--- src/logic/stc_pkg.sv ---
package stc_pkg;

  // Register offsets on the plain register port.
  localparam logic [7:0] ADDR_COUNT_LOW  = 8'h0e;
  localparam logic [7:0] ADDR_COUNT_HIGH = 8'h0f;
  localparam logic [7:0] ADDR_CONTROL    = 8'h10;
  localparam logic [7:0] ADDR_FLAG       = 8'h0c;
  localparam logic [7:0] ADDR_ENABLE     = 8'h8c;
  localparam logic [7:0] ADDR_PINS       = 8'h20;

  // Control, flag and enable register field positions.
  localparam int CTL_RUN    = 0;
  localparam int CTL_CS     = 1;
  localparam int CTL_SYNC_N = 2;
  localparam int CTL_OSCEN  = 3;
  localparam int CTL_PS_LO  = 4;
  localparam int CTL_PS_HI  = 5;
  localparam int FLAG_OVF   = 0;
  localparam int EN_OVF     = 0;

  // Values after reset, the control write mask and the count maximum.
  localparam logic [7:0]  CONTROL_RST = 8'h00;
  localparam logic [7:0]  CONTROL_MASK = 8'h3f;
  localparam logic [15:0] COUNT_RST   = 16'h0000;
  localparam logic [15:0] COUNT_MAX   = 16'hffff;

  // Clock arithmetic: instruction rate is one quarter of the oscillator rate.
  localparam int REF_CLK_MHZ  = 100;
  localparam int OSC_DIV      = 4;
  localparam logic [1:0] TICK_DIV_LAST = 2'(OSC_DIV - 1);

  typedef struct packed {
    logic [7:0] addr;
    logic [7:0] wdata;
    logic       wr;
    logic       rd;
  } stc_bus_s;

  typedef struct packed {
    logic osc_in_oe;
    logic osc_out_oe;
    logic osc_amp_on;
  } stc_pins_s;

endpackage

--- src/logic/stc_prescaler.sv ---
`timescale 1ns/1ps
module stc_prescaler #(
  parameter int W = 3
) (
  // Clock and reset.
  input  wire logic       ref_clk,
  input  wire logic       arst_n,
  // Control.
  input  wire logic       clear,
  input  wire logic       tick,
  input  wire logic [1:0] sel,
  // Result.
  output logic            fire
);

  logic [W-1:0] cnt_q;
  logic [W-1:0] last;

  // Terminal count is 2^sel - 1, so codes give 1:1, 1:2, 1:4 and 1:8.
  assign last = W'((1 << sel) - 1);
  assign fire = tick && !clear && (cnt_q == last);

  always_ff @(posedge ref_clk or negedge arst_n) begin
    if (!arst_n) begin
      cnt_q <= '0;
    end else if (clear) begin
      cnt_q <= '0;
    end else if (tick) begin
      cnt_q <= (cnt_q == last) ? '0 : W'(cnt_q + 1'b1);
    end
  end

endmodule

--- src/logic/stc_timer.sv ---
// Functional notes
// - Sixteen-bit count rises from 0000h to FFFFh, then wraps to zero.
// - Each wrap from FFFFh to zero sets the overflow flag, bit 0.
// - Interrupt request is raised only while overflow flag and enable are both set.
// - Control bit 1 selects timer mode (0) or external counter mode (1).
// - Timer mode counts one tick per instruction cycle, oscillator over four.
// - Counter mode counts each rising edge of the external input.
// - Control bit 0 runs counting when set, halts it when clear.
// - Compare unit trigger input clears the count.
// - Oscillator enable forces both oscillator pins to inputs, ignoring direction bits.
// - Prescale field 00,01,10,11 divides by 1,2,4,8.
// - Oscillator enable runs crystal amplifier; clear switches inverter off.
// - In counter mode, control bit 2 low synchronises, high leaves unsynchronised.
// - In timer mode the synchronisation bit has no effect.
// - After enabling counter mode, a falling edge must come before counting.
// - Any write to either count half clears the prescaler.
// - Compare trigger reset never sets the overflow flag.
// - Power-on reset clears the control register; other resets leave it.
// - Software count write wins over a coincident compare trigger.
`timescale 1ns/1ps
module stc_timer (
  // Clock and reset.
  input  wire logic             ref_clk,
  input  wire logic             arst_n,
  // Register port.
  input  wire logic [7:0]       addr,
  input  wire logic [7:0]       wdata,
  input  wire logic             wr,
  input  wire logic             rd,
  output logic [7:0]            rdata,
  // Pins and neighbours.
  input  wire logic             ext_clk_pin,
  input  wire logic             osc_in_pin,
  input  wire logic [1:0]       port_direction_bits,
  input  wire logic             capture_compare_trigger,
  output logic                  irq,
  output logic                  osc_in_oe,
  output logic                  osc_out_oe,
  output logic                  osc_amp_on,
  output logic [15:0]           count
);

  stc_pkg::stc_bus_s  bus;
  stc_pkg::stc_pins_s pins_d;
  logic [7:0]  control_q;
  logic [15:0] count_q;
  logic        overflow_flag_q;
  logic        overflow_irq_enable_q;
  logic [1:0]  tick_div_q;
  logic        inst_tick;
  logic [2:0]  pin_sync_q;
  logic        pin_level_q;
  logic        pin_raw_q;
  logic        armed_q;
  logic        run_q;
  logic        sel_level;
  logic        ext_rise;
  logic        ext_fall;
  logic        ps_tick;
  logic        ps_fire;
  logic        count_wr;
  logic        wrap;
  logic [7:0]  rdata_d;
  logic        sync_n;
  logic        cs;
  logic        run;

  assign bus    = '{addr: addr, wdata: wdata, wr: wr, rd: rd};
  assign run    = control_q[stc_pkg::CTL_RUN];
  assign cs     = control_q[stc_pkg::CTL_CS];
  assign sync_n = control_q[stc_pkg::CTL_SYNC_N];

  // Power-on reset alone clears control; no other reset source reaches it.
  always_ff @(posedge ref_clk or negedge arst_n) begin
    if (!arst_n) begin
      control_q <= stc_pkg::CONTROL_RST;
    end else if (bus.wr && bus.addr == stc_pkg::ADDR_CONTROL) begin
      control_q <= bus.wdata & stc_pkg::CONTROL_MASK;
    end
  end

  always_ff @(posedge ref_clk or negedge arst_n) begin
    if (!arst_n) begin
      overflow_irq_enable_q <= 1'b0;
    end else if (bus.wr && bus.addr == stc_pkg::ADDR_ENABLE) begin
      overflow_irq_enable_q <= bus.wdata[stc_pkg::EN_OVF];
    end
  end

  // Instruction-cycle enable: one pulse every four reference clocks.
  always_ff @(posedge ref_clk or negedge arst_n) begin
    if (!arst_n) begin
      tick_div_q <= '0;
    end else begin
      tick_div_q <= (tick_div_q == stc_pkg::TICK_DIV_LAST) ? '0 : 2'(tick_div_q + 1'b1);
    end
  end
  assign inst_tick = (tick_div_q == stc_pkg::TICK_DIV_LAST);

  // The oscillator input replaces the count pin while the crystal runs.
  assign sel_level = control_q[stc_pkg::CTL_OSCEN] ? osc_in_pin : ext_clk_pin;

  always_ff @(posedge ref_clk or negedge arst_n) begin
    if (!arst_n) begin
      pin_sync_q <= '0;
    end else begin
      pin_sync_q <= {pin_sync_q[1:0], sel_level};
    end
  end

  // A level change counts only once the second and third stages agree.
  always_ff @(posedge ref_clk or negedge arst_n) begin
    if (!arst_n) begin
      pin_level_q <= 1'b0;
      pin_raw_q   <= 1'b0;
    end else begin
      pin_raw_q <= pin_sync_q[1];
      if (pin_sync_q[1] == pin_sync_q[2]) begin
        pin_level_q <= pin_sync_q[2];
      end
    end
  end

  // Unsynchronised mode skips the agreement filter, so edges land one cycle sooner.
  // The pin still passes the stages; a true asynchronous counter needs a second clock.
  assign ext_rise = sync_n ? (pin_sync_q[1] && !pin_raw_q)
                           : (pin_sync_q[2] && !pin_level_q && pin_sync_q[1]);
  assign ext_fall = sync_n ? (!pin_sync_q[1] && pin_raw_q)
                           : (!pin_sync_q[2] && pin_level_q && !pin_sync_q[1]);

  // Arming waits for a falling edge after counter mode is enabled.
  always_ff @(posedge ref_clk or negedge arst_n) begin
    if (!arst_n) begin
      run_q   <= 1'b0;
      armed_q <= 1'b0;
    end else begin
      run_q <= run && cs;
      if (!(run && cs)) begin
        armed_q <= 1'b0;
      end else if (ext_fall) begin
        armed_q <= 1'b1;
      end
    end
  end

  // Timer mode ignores the sync bit entirely.
  assign ps_tick = run && (cs ? (ext_rise && armed_q && run_q)
                              : inst_tick);

  assign count_wr = bus.wr && (bus.addr == stc_pkg::ADDR_COUNT_LOW ||
                               bus.addr == stc_pkg::ADDR_COUNT_HIGH);

  stc_prescaler #(
    .W(3)
  ) i_stc_prescaler (
    .ref_clk (ref_clk),
    .arst_n  (arst_n),
    .clear   (count_wr),
    .tick    (ps_tick),
    .sel     (control_q[stc_pkg::CTL_PS_HI:stc_pkg::CTL_PS_LO]),
    .fire    (ps_fire)
  );

  assign wrap = ps_fire && (count_q == stc_pkg::COUNT_MAX);

  // Write beats trigger, trigger beats increment.
  always_ff @(posedge ref_clk or negedge arst_n) begin
    if (!arst_n) begin
      count_q <= stc_pkg::COUNT_RST;
    end else if (count_wr) begin
      if (bus.addr == stc_pkg::ADDR_COUNT_LOW) begin
        count_q[7:0] <= bus.wdata;
      end else begin
        count_q[15:8] <= bus.wdata;
      end
    end else if (capture_compare_trigger) begin
      count_q <= stc_pkg::COUNT_RST;
    end else if (ps_fire) begin
      count_q <= 16'(count_q + 1'b1);
    end
  end

  // Hardware set wins over a software clear in the same cycle.
  always_ff @(posedge ref_clk or negedge arst_n) begin
    if (!arst_n) begin
      overflow_flag_q <= 1'b0;
    end else if (wrap && !count_wr && !capture_compare_trigger) begin
      overflow_flag_q <= 1'b1;
    end else if (bus.wr && bus.addr == stc_pkg::ADDR_FLAG) begin
      overflow_flag_q <= bus.wdata[stc_pkg::FLAG_OVF];
    end
  end

  always_comb begin
    unique case (bus.addr)
      stc_pkg::ADDR_COUNT_LOW:  rdata_d = count_q[7:0];
      stc_pkg::ADDR_COUNT_HIGH: rdata_d = count_q[15:8];
      stc_pkg::ADDR_CONTROL:    rdata_d = control_q;
      stc_pkg::ADDR_FLAG:       rdata_d = {7'h00, overflow_flag_q};
      stc_pkg::ADDR_ENABLE:     rdata_d = {7'h00, overflow_irq_enable_q};
      stc_pkg::ADDR_PINS:       rdata_d = {6'h00, pin_level_q, armed_q};
      default:                  rdata_d = 8'h00;
    endcase
  end

  always_ff @(posedge ref_clk or negedge arst_n) begin
    if (!arst_n) begin
      rdata <= 8'h00;
    end else begin
      rdata <= bus.rd ? rdata_d : 8'h00;
    end
  end

  // Pin drivers: the crystal owns both pins while it runs.
  always_comb begin
    pins_d.osc_amp_on = control_q[stc_pkg::CTL_OSCEN];
    pins_d.osc_in_oe  = control_q[stc_pkg::CTL_OSCEN] ? 1'b0 : !port_direction_bits[1];
    pins_d.osc_out_oe = control_q[stc_pkg::CTL_OSCEN] ? 1'b0 : !port_direction_bits[0];
  end

  always_ff @(posedge ref_clk or negedge arst_n) begin
    if (!arst_n) begin
      irq        <= 1'b0;
      osc_in_oe  <= 1'b0;
      osc_out_oe <= 1'b0;
      osc_amp_on <= 1'b0;
      count      <= stc_pkg::COUNT_RST;
    end else begin
      irq        <= overflow_flag_q && overflow_irq_enable_q;
      osc_in_oe  <= pins_d.osc_in_oe;
      osc_out_oe <= pins_d.osc_out_oe;
      osc_amp_on <= pins_d.osc_amp_on;
      count      <= count_q;
    end
  end

  property p_wrap_sets_flag;
    @(posedge ref_clk) disable iff (!arst_n)
      (wrap && !count_wr && !capture_compare_trigger) |=>
        overflow_flag_q && count_q == stc_pkg::COUNT_RST;
  endproperty
  a_wrap_sets_flag: assert property (p_wrap_sets_flag) else $error("wrap missed flag");

  property p_irq_gate;
    @(posedge ref_clk) disable iff (!arst_n)
      ##1 irq == $past(overflow_flag_q && overflow_irq_enable_q);
  endproperty
  a_irq_gate: assert property (p_irq_gate) else $error("irq not gated");

  property p_trigger_clears;
    @(posedge ref_clk) disable iff (!arst_n)
      (capture_compare_trigger && !count_wr) |=> count_q == stc_pkg::COUNT_RST;
  endproperty
  a_trigger_clears: assert property (p_trigger_clears) else $error("trigger kept count");

  property p_trigger_no_flag;
    @(posedge ref_clk) disable iff (!arst_n)
      (capture_compare_trigger && !overflow_flag_q &&
       !(bus.wr && bus.addr == stc_pkg::ADDR_FLAG)) |=> !overflow_flag_q;
  endproperty
  a_trigger_no_flag: assert property (p_trigger_no_flag) else $error("trigger set flag");

  property p_write_wins;
    @(posedge ref_clk) disable iff (!arst_n)
      (capture_compare_trigger && bus.wr && bus.addr == stc_pkg::ADDR_COUNT_HIGH) |=>
        count_q[15:8] == $past(wdata);
  endproperty
  a_write_wins: assert property (p_write_wins) else $error("write lost");

  property p_halt;
    @(posedge ref_clk) disable iff (!arst_n)
      (!run && !count_wr && !capture_compare_trigger) |=> count_q == $past(count_q);
  endproperty
  a_halt: assert property (p_halt) else $error("count moved while halted");

  property p_timer_rate;
    @(posedge ref_clk) disable iff (!arst_n)
      (ps_fire && !cs) |-> ##1 !ps_fire [*3];
  endproperty
  a_timer_rate: assert property (p_timer_rate) else $error("timer too fast");

  property p_unarmed;
    @(posedge ref_clk) disable iff (!arst_n)
      $rose(armed_q) |-> $past(ext_fall) && run_q;
  endproperty
  a_unarmed: assert property (p_unarmed) else $error("counted before falling edge");

  property p_osc_pins;
    @(posedge ref_clk) disable iff (!arst_n)
      control_q[stc_pkg::CTL_OSCEN] |=> !osc_in_oe && !osc_out_oe && osc_amp_on;
  endproperty
  a_osc_pins: assert property (p_osc_pins) else $error("oscillator pins driven");

  property p_pins_follow;
    @(posedge ref_clk) disable iff (!arst_n)
      !control_q[stc_pkg::CTL_OSCEN] |=>
        !osc_amp_on && osc_out_oe != $past(port_direction_bits[0]);
  endproperty
  a_pins_follow: assert property (p_pins_follow) else $error("pins wrong");

  property p_count_step;
    @(posedge ref_clk) disable iff (!arst_n)
      (ps_fire && !count_wr && !capture_compare_trigger) |=>
        count_q == 16'($past(count_q) + 16'h0001);
  endproperty
  a_count_step: assert property (p_count_step) else $error("count did not step");

  property p_control_kept;
    @(posedge ref_clk) disable iff (!arst_n)
      !(bus.wr && bus.addr == stc_pkg::ADDR_CONTROL) |=> $stable(control_q);
  endproperty
  a_control_kept: assert property (p_control_kept) else $error("control moved");

endmodule

--- config.mk ---
export PLATFORM = sky130hd
export DESIGN_NAME = stc_timer
export DESIGN_NICKNAME = d
export VERILOG_FILES = /design/src/logic/stc_pkg.sv /design/src/logic/stc_prescaler.sv /design/src/logic/stc_timer.sv
export SDC_FILE = /design/constraint.sdc
export NUM_CORES = 1
export LEC_CHECK = 0
export BUFFER_PORTS_ARGS = -buffer_cell sky130_fd_sc_hd__buf_2
export CORE_UTILIZATION = 35
export DETAILED_ROUTE_END_ITERATION = 7
export HOLD_SLACK_MARGIN = 0.12
export PLACE_DENSITY = 0.55
export RECOVER_POWER = 50
export SETUP_SLACK_MARGIN = 0.3
export SYNTH_ARGS = -nofsm -noshare
export SYNTH_HDL_FRONTEND = slang
export SYNTH_SLANG_ARGS = --single-unit
export TNS_END_PERCENT = 5
--- constraint.sdc ---
create_clock -name ref_clk -period 2 [get_ports ref_clk]
set_clock_uncertainty 0.2 [all_clocks]
set_input_delay 0.2 -clock ref_clk [delete_from_list [all_inputs] [get_ports ref_clk]]
set_output_delay 0.2 -clock ref_clk [all_outputs]
set_load 0.005 [all_outputs]
==> results of run 1 <==
==> worst register-to-register path, cell delays in order, from the launching register on <==
cell and delay (ps):
sky130_fd_sc_hd__dfrtp_1 400, sky130_fd_sc_hd__or4_4 530, sky130_fd_sc_hd__mux2i_4 220, sky130_fd_sc_hd__o22ai_4 140, sky130_fd_sc_hd__buf_6 160, sky130_fd_sc_hd__nor3_4 180
sky130_fd_sc_hd__xnor2_1 130, sky130_fd_sc_hd__o22ai_1 90
==> timing repair <==
item,in CTS,in global routing
hold buffers,19,0
gates cloned,0,1
gates resized for setup,9,13
pin swaps,9,5
setup endpoints to repair,20,20
buffers inserted,2,0
hold endpoints to repair,97,0
==> metal layers <==
layer / share of wire [%] / global-route usage [%]
met1: 49 / 31.2
met2: 43 / 32.1
met3: 6.5 / 4.86
met4: 1.6 / 6.57
met5: 0 / 0
==> power groups by stage <==
stage / Clock [mW] / Combinational (mW) / Sequential [mW]
after global routing: 1.36 / 0.384 / 1.37
final: 1.28 / 0.350 / 1.36
after detailed placement: 0 / 0.310 / 1.39
after floorplan: 0 / 0.136 / 1.38
after CTS: 1.31 / 0.352 / 1.36
after global placement: 0 / 0.307 / 1.39
==> cells in the final DEF, fill, tap and decap left out, drive strengths merged, types with 3 or more instances in the layout <==
cell type	netlist	layout
nor2	40	40
nand4	7	7
dlygate4sd3	0	19
o21ai	20	20
mux2i	10	10
ha	3	3
a22oi	3	3
nor3	6	6
buf	3	103
nand2	22	22
nand3b	3	3
clkbuf	5	21
and3	6	6
a21oi	28	28
o22ai	4	4
nand3	11	11
nor2b	5	5
dfrtp	63	63
inv	3	3
o22a	3	3
o21bai	3	3
a31oi	5	5
mux2	9	9
==> metrics by stage <==
stage                     setup TNS (ps)  worst slack [ps]  power, mW  std cells  hold WS [ps]
final                              -1710              -162       3.00        543           135
after global placement             -1420              -128       1.69        505         -25.8
after floorplan                     -144             -64.4       1.52        298          -296
after CTS                          -1710              -162       3.02        542           128
after detailed placement           -1870              -171       1.70        505         -27.8
after global routing               -5990              -245       3.12        543           170
==> registers in the layout, summed over array words and instances, names as in the netlist <==
register / count
count_q: 16
control_q: 6
rdata: 8
pin_sync_q: 2
count: 16
overflow_irq_enable_q: 1
overflow_flag_q: 1
armed_q: 1
osc_in_oe: 1
i_stc_prescaler.cnt_q: 3
osc_out_oe: 1
run_q: 1
tick_div_q: 2
pin_raw_q: 1
osc_amp_on: 1
irq: 1
pin_level_q: 1
==> kinds of logic after synthesis <==
group / after synthesis / synth area share, %
and+or+nand+nor: 116 / 19.7
AOI/OAI and AO/OA: 82 / 17.6
DFF: 63 / 51.7
muxes: 19 / 7.02
buffers and inverters: 12 / 1.77
adders and majority gates: 4 / 1.56
xor gates and xnor gates: 2 / 0.575
==> area by class of cell <==
| class | instances | area, µm² |
|---|---|---|
| fill | 802 | 4010 |
| clock inverter | 5 | 80.1 |
| timing repair buffer | 132 | 888 |
| clock buffer | 11 | 151 |
| multi-input combinational | 223 | 1490 |
| tap | 105 | 131 |
| sequential | 63 | 1580 |
| inverter | 4 | 15.0 |
==> worst max-delay path by stage <==
stage	cells past startpoint	start	to	slack, ps
floorplan	6	i_stc_prescaler.cnt_q[2]$_DFFE_PN0P_	count_q[11]$_DFFE_PN0P_	-60
global placement	6	control_q[4]$_DFFE_PN0P_	count_q[11]$_DFFE_PN0P_	-130
detailed placement	6	control_q[4]$_DFFE_PN0P_	count_q[11]$_DFFE_PN0P_	-170
CTS	7	control_q[4]$_DFFE_PN0P_	count_q[9]$_DFFE_PN0P_	-160
global route	6	control_q[4]$_DFFE_PN0P_	count_q[11]$_DFFE_PN0P_	-240
finish	7	control_q[4]$_DFFE_PN0P_	count_q[15]$_DFFE_PN0P_	-160
==> impl_summary.md, run 1 <==
Outcome
The run finished, with violations left. The checks that failed: setup timing.

Routing
The count of nets left with antenna violations once routing finished came out at 0. Dividing the detail-routed wire length by the instance count gives 16.5 µm. The initial DRC count is between 100 and 150.

The pre-antenna-repair detailed-routing pass consisted of 4 iterations. In the routed design, unresolved DRC markers number 0. Summed over all layers, the routed wires come to 8.96 mm.

Using the TritonRoute via totals, the vias-per-cell ratio works out to about 5.2. The detailed router placed 2,845 vias in this run.

Worst setup path
The worst setup path category is reg -> reg. The number of cells on the worst reg-to-reg path is 7. The critical path endpoint category is a flop. STA classifies the critical path startpoint as a flop. The kind of cell with the highest combined delay along the critical path is simple AND/OR/NAND/NOR gates. The worst-path cell with the longest stage delay is sky130_fd_sc_hd__or4_4. STA puts the critical path data required time at 2030 ps.

The slack of the worst reg-to-reg path is -160 ps. In this design, the stage delay of the slowest critical-path cell is 530 ps. Data on the critical path arrives at its endpoint at 2200 ps.

In this run the critical register-to-register path is launched from control_q[4]$_DFFE_PN0P_. Along the worst path, the maximum fanout reaches 5. The buffers plus inverters on the worst setup path is 1. The signal on the critical path passes through or4_4 -> mux2i_4 -> o22ai_4 -> buf_6 -> nor3_4 -> xnor2_1 -> o22ai_1. The end of the worst register-to-register path is count_q[15]$_DFFE_PN0P_.

Cells and area
At the end of the flow the core is filled with cells to between 50% and 60%. The growth of design area from synthesis to finish is 42.2%. The share of cells above drive strength 1 is 36.5%.

The final net count is 461. The final design area excluding fillers is 4330 µm². The repair_antennas step left the layout with diodes totalling 0.

Floorplanning
After floorplanning, the core was divided into 33 placement rows. The initial utilization of the core area, before any placement, comes to 36.5%. The die is 95.3 µm tall.

The placeable core area is approximately 8300 µm². The die extent in x is 95.3 µm. 53 I/O pins were placed. The die area is 9080 µm².

Worst hold path
The path with the worst hold slack has its endpoint at overflow_irq_enable_q$_DFFE_PN0P_. In this run the most critical hold path is launched from addr[6]. The tightest min-delay check is of the in -> reg type. The cell depth of the worst min-delay path is 4.

Placed design
Summed over all nets, the half-perimeter wirelength after detailed placement is 6.60 mm. Port buffering added 52 buffers. The post-detailed-placement cell area is 3850 µm². The congestion estimate from routability-driven global placement came to 0.907.

STA
Setup slack on the critical path of the routed design comes to -162 ps. Setup violations remaining at the end of the flow were counted as 16. The final count of hold timing violations was 0.

The period utilization is 108%. The slew of the pin with the lowest slew margin is 964 ps. The routed design could run at a clock period as short as 2160 ps.

In this run the tightest slew margin relative to its limit is 35.7%. The max-slew violation count was 0. Setup repair after global routing could not meet its margin everywhere.

Based on the critical path, the design can be clocked at up to 0.462 GHz.

Clock tree
The source-to-sink clock delay at the later pin of the worst-skew pair is about 350 ps. The clock passes through at most 2 buffers. The TritonCTS buffer count is 9.

After clock tree synthesis, the clock-pin slew on the worst setup and hold paths is about 80 ps. The depth of the CTS H-tree is 3. The number of clock sinks is 63.

The clock tree from TritonCTS is yes. In this run the clock root is driven by a sky130_fd_sc_hd__clkbuf_8.

Yosys
The number of warning messages in the yosys log is 0. The synthesized netlist net count is about 330. The synthesized design contains 0 enable-type register cells.

Synthesis produced a netlist whose cell count is 298. The synthesized design spends more area on one cell type than any other, namely sky130_fd_sc_hd__dfrtp_1. In the post-synthesis netlist, the biggest area contributors are sky130_fd_sc_hd__dfrtp_1 52%, sky130_fd_sc_hd__nor2_1 4.9%, sky130_fd_sc_hd__a21oi_1 4.1%, sky130_fd_sc_hd__mux2_2 3.3%, sky130_fd_sc_hd__o21ai_0 3.3%. The number of distinct library cell variants in the gate-level netlist after synthesis is 61. The commonest cells after synthesis are 63 x sky130_fd_sc_hd__dfrtp_1, 40 x sky130_fd_sc_hd__nor2_1, 25 x sky130_fd_sc_hd__a21oi_1, 22 x sky130_fd_sc_hd__nand2_1, 20 x sky130_fd_sc_hd__o21ai_0. The synthesized design devotes to its leading area cell type 51.7% of total area. The synthesized area is 3050 µm². The proportion of synthesized flip-flops having asynchronous set or reset is 100%. For this run, the leading register cell type out of synthesis is sky130_fd_sc_hd__dfrtp_1.

In this run, synthesis produced a sequential element count of 63. The most instantiated library cell after synthesis is sky130_fd_sc_hd__dfrtp_1. After synthesis, the mean cell area works out to 10.2 µm². Summing the sequential cell areas from Yosys gives between 50% and 60% of the chip area.

Pwr
Per report_power, the combinational group accounts for 11.7% of the total. The clock group share of total power is 42.8%. The internal portion of the total power is roughly 2.3 mW. Per report_power, the sequential group accounts for a little under half of the total. The analysis attributes to cell leakage a power of 2.05 nW.

Of the total power, the share spent switching nets is around a quarter. Across the VDD grid, the largest voltage drop is 0.378 mV. Summed over all nets, the switching power comes to 0.734 mW. For this design the ratio of total power to cell area is 692 nW/µm².

Global routing
The aggregate global-route resource usage is 21.6%. The first-pass GRT wire length is 14.2 mm. The number of antenna violations at the first check in global routing is 0. The overall overflow remaining after global route is 0. The largest net degree at the start of global routing is 31. The number of global-route vias before repair is 2,757.

Job
Across the run, the number of max-cap violations was 0.
Note: power is estimated with default switching activity, not from simulation.
==> inputs of run 2 (changes only) <==
Settings changed: SYNTH_HIERARCHICAL set to 1.
==> run 2 against run 1 <==
The flow still finishes with violations (setup timing); critical path depth grew 4; register-to-register slack worse by 60 ps; sequential share of layout area fell by 0.58 points; maximum frequency is 2.5% lower; clock power is 12% lower; via count decreased by 3.2%.
==> impl_summary.md, run 2 <==
STA
Setup repair after global routing missed its margin: yes (unchanged). The total setup violations reported at the end of the flow is 16 (unchanged). The time the worst path needs with I/O delays and setup is 2220 ps (was 2160 ps). The worst hold slack was 140 ps (was 135 ps). The max-slew violation count is 0 (unchanged).

The period utilization came to 111% (was 108%). The headroom to the max-slew limit was 41.9% (was 35.7%). The final count of hold timing violations is 0 (unchanged). The achievable clock frequency was 0.451 GHz (was 0.462 GHz).

The slew of the pin with the lowest slew margin came to 872 ps (was 964 ps). The setup slack of the critical path after layout is -219 ps (was -162 ps).

Clock tree
The clock tree from TritonCTS is yes (unchanged). The number of clock sinks is 63 (unchanged). The library cell used as clock root buffer is sky130_fd_sc_hd__clkbuf_8 (unchanged). The TritonCTS buffer count came to 9 (unchanged).

The post-CTS setup repair buffer count is 0 (was 2). The source-to-sink clock delay at the later pin of the worst-skew pair was 350 ps (about the same). The clock transition at the registers of the reported paths is 70 ps (was 80 ps). The depth of the CTS H-tree was 3 (unchanged). The deepest clock path buffer count came to 2 (unchanged).

Yosys
Most instantiated cells after synthesis: 63 x sky130_fd_sc_hd__dfrtp_1, 17 x sky130_fd_sc_hd__nand3_1, 13 x sky130_fd_sc_hd__inv_1, 12 x sky130_fd_sc_hd__nor2_1 (was 63 x sky130_fd_sc_hd__dfrtp_1, 40 x sky130_fd_sc_hd__nor2_1, 25 x sky130_fd_sc_hd__a21oi_1, 22 x sky130_fd_sc_hd__nand2_1, 20 x sky130_fd_sc_hd__o21ai_0). The dominant cell type by area after synthesis is sky130_fd_sc_hd__dfrtp_1 (unchanged). The synthesized area came to 3150 µm² (was 3050 µm²). The part of the Yosys area used for sequential elements came to 50.1% (was 51.7%). The number of distinct library cell variants in the gate-level netlist after synthesis is 69 (was 61).

The most instantiated flip-flop cell in the synthesis netlist is sky130_fd_sc_hd__dfrtp_1 (unchanged). The synthesized flop and latch total is 63 (unchanged). The number of warning messages in the yosys log is 6 (was 0). The area share of the leading cell type in the synthesized netlist came to 50.1% (was 51.7%). The synthesized netlist net count is 309 (was 326). The count of flip-flops with a built-in enable after synthesis is 0 (unchanged). The average size of a mapped cell came to 11.2 µm² (was 10.2 µm²). The proportion of synthesized flip-flops having asynchronous set or reset is 100% (unchanged). The cell count after synthesis is 281 (was 298).

The most instantiated library cell after synthesis is sky130_fd_sc_hd__dfrtp_1 (unchanged). Ranking of synthesized cells by area: sky130_fd_sc_hd__dfrtp_1 50%, sky130_fd_sc_hd__mux2i_1 3.2%, sky130_fd_sc_hd__nand3_1 2.7%, sky130_fd_sc_hd__mux2_1 2.5%, sky130_fd_sc_hd__o31a_1 2.2% (was sky130_fd_sc_hd__dfrtp_1 52%, sky130_fd_sc_hd__nor2_1 4.9%, sky130_fd_sc_hd__a21oi_1 4.1%, sky130_fd_sc_hd__mux2_2 3.3%, sky130_fd_sc_hd__o21ai_0 3.3%).

Routing
The total routed wirelength is 8.91 mm (was 8.96 mm). The vias per cell is 5.28 (was 5.24). The post-detailed-route DRC marker count is 0 (unchanged). The total vias in the final route was 2,753 (was 2,845). The initial DRC count was 179 (was 149). The average wire per cell in the routed design is 17.1 µm (was 16.5 µm). The total iterations of the first detailed-routing run is 4 (unchanged). The number of nets with antenna violations after routing is 0 (unchanged).

Global routing
The number of antenna violations at the first check in global routing is 0 (unchanged). The met3 track demand over resource is 4.05% (was 4.86%). The busiest layer in global routing is met2 (unchanged).

The overall overflow remaining after global route came to 0 (unchanged). The aggregate global-route resource usage is 20.4% (was 21.6%). The number of global-route vias before repair is 2,874 (was 2,757).

The met1 track demand over resource in global routing is 28.2% (was 31.2%). The largest net degree at the start of global routing is 64 (was 31). The met2 demand-to-capacity share in global routing is 31.4% (was 32.1%). The first-pass GRT wire length is 14.8 mm (was 14.2 mm).

Floorplanning
The die area came to 9380 µm² (was 9080 µm²). The placeable core area is 8720 µm² (was 8340 µm²). The die extent in x was 96.9 µm (was 95.3 µm). The vertical extent of the die is 96.9 µm (was 95.3 µm).

The number of placement rows is 34 (was 33). The starting utilization of the core area is 36.1% (was 36.5%). The top-level port count is 53 (unchanged).

Worst setup path
The worst-path cell with the longest stage delay is sky130_fd_sc_hd__dfrtp_1 (was sky130_fd_sc_hd__or4_4). The largest fanout on the critical path came to 5 (unchanged). The arrival time at the worst endpoint is 2250 ps (was 2200 ps). The buffers plus inverters on the worst setup path is 1 (unchanged). The data required time at the worst endpoint came to 2030 ps (about the same). The worst setup path category is reg -> reg (unchanged). The gate family responsible for the most delay along the worst path is compound AO/OA/AOI/OAI gates (was simple AND/OR/NAND/NOR gates). Cells along the critical path: nor2_1 -> mux2i_1 -> o22ai_1 -> and2_4 -> nor2b_4 -> o21a_1 -> nor2_2 -> a21boi_4 -> buf_6 -> a211o_1 -> o2bb2ai_1 (was or4_4 -> mux2i_4 -> o22ai_4 -> buf_6 -> nor3_4 -> xnor2_1 -> o22ai_1). The critical path endpoint category was a flop (unchanged).

The type of origin of the critical path is a flop (unchanged). The delay of the slowest cell on the worst path is 400 ps (was 530 ps).

Cells and area
The most frequent standard cell in the layout excluding fill and tap cells is sky130_fd_sc_hd__dfrtp_1 (unchanged). The final core area utilization is 50.5% (was 51.9%). The number of filler instances in the final layout is 805 (was 802). The final net count is 437 (was 461).

Leading registers by flop count: count: 16 flops, count_q: 16 flops, rdata: 8 flops (unchanged). Most frequent cells in the layout: 63 x sky130_fd_sc_hd__dfrtp_1, 52 x sky130_fd_sc_hd__buf_2, 50 x sky130_fd_sc_hd__buf_4 (was 63 x sky130_fd_sc_hd__dfrtp_1, 52 x sky130_fd_sc_hd__buf_2, 49 x sky130_fd_sc_hd__buf_4). The non-filler instance count after layout is 521 (was 543).

The antenna diode instance count was 0 (unchanged). The growth of design area from synthesis to finish is 39.8% (was 42.2%). The share of cells above drive strength 1 was 39.0% (was 36.5%).

Job
The max-cap check violation count is 0 (unchanged).

Placed design
The pre-CTS setup slack was -242 ps (was -171 ps). The count of input and output buffers was 52 (unchanged). The final RePlAce weighted congestion is 0.873 (was 0.907). The cell total after placement is 491 (was 505). The HPWL after detailed placement is 6.56 mm (was 6.60 mm).

Outcome
Violations in the final reports: setup timing (unchanged). Run status: finished with violations (unchanged).

Pwr
The reported leakage power is 2.04 nW (was 2.05 nW). The maximum vdd ir drop was 0.279 mV (was 0.378 mV). The power per unit of standard cell area came to 659 nW/µm² (was 692 nW/µm²).

Worst hold path
The path category of the worst min-delay check is in -> reg (unchanged).
==> run 2: changes by cell type in the layout (fill, tap and decap cells not counted), sizes merged, moves of 10 or more <==
cell / delta
nor2: -28
o21ai: -16
nand2: -10
a21oi: -21
inv: +10
==> run 2: cells by family after synthesis <==
| group | after synthesis | synth area share (%) |
|---|---|---|
| compound gates | 70 | 18.1 |
| xor+xnor | 1 | 0.278 |
| buf+inv | 25 | 3.58 |
| simple gates | 98 | 19.6 |
| flops | 63 | 50.1 |
| fa+ha+maj | 4 | 1.51 |
| mux | 20 | 6.87 |
==> run 2: final cells by class <==
type                            count  area (µm²)  share of cell area [%]
Multi-Input combinational cell    193        1580                    35.8
Sequential cell                    63        1580                    35.8
Timing Repair Buffer              129         866                    19.7
Clock buffer                       12         155                    3.52
Tap cell                          108         135                    3.07
Inverter                           13        48.8                    1.11
Clock inverter                      3        42.5                   0.966
==> run 2: worst paths after layout <==
kind                                               start                                    to  slack, ps  cells after the start
worst max register to register  control_q[2]$_DFFE_PN0P_               count_q[11]$_DFFE_PN0P_       -220                     11
worst min register to register   pin_sync_q[0]$_DFF_PN0_               pin_sync_q[1]$_DFF_PN0_        150                      0
min in group asynchronous                         arst_n                    count[2]$_DFF_PN0_        420                      3
worst max-delay path            control_q[2]$_DFFE_PN0P_               count_q[11]$_DFFE_PN0P_       -220                     11
max in group asynchronous                         arst_n  i_stc_prescaler/cnt_q[2]$_DFFE_PN0P_        630                      3
worst min-delay path                             addr[7]                    rdata[0]$_DFF_PN0_        140                      4
==> run 2: layer usage <==
metal,part of all wire [%],wire [µm],up-vias
li1,-,-,1321
met1,48,4290,1344
met2,46,4100,77
met3,4.3,381,11
met4,1.6,144,0
met5,0,0,-
==> run 2: power breakdown <==
part	total (mW)	internal [mW]	switching, mW
logic	0.411	0.207	0.204
registers	1.36	1.32	0.0348
clock network	1.13	0.635	0.498
total	2.90	2.17	0.737
==> run 2: through the flow <==
step / TNS (ps) / cell area, µm² / power, mW
2_1_floorplan: -1240 / 3170 / 1.55
3_3_place_gp: -2560 / 3980 / 1.74
3_5_place_dp: -3190 / 3980 / 1.75
4_1_cts: -3100 / 4360 / 2.93
5_1_grt: -4680 / 4400 / 3.04
6_report: -2920 / 4400 / 2.90
==> run 2: timing repair <==
action                                  CTS  global route
pin swaps                                 3             8
endpoints found under the setup margin   19            21
endpoints found under the hold margin    84             0
gates resized for setup                   9            19
hold buffers                             14             0
gates cloned                              0             1
==> run 2: tightest hold or removal path, cell delays in order <==
cell,delay (ps)
sky130_fd_sc_hd__buf_2,110
sky130_fd_sc_hd__buf_4,150
sky130_fd_sc_hd__nand4_1,70
sky130_fd_sc_hd__a31oi_1,110
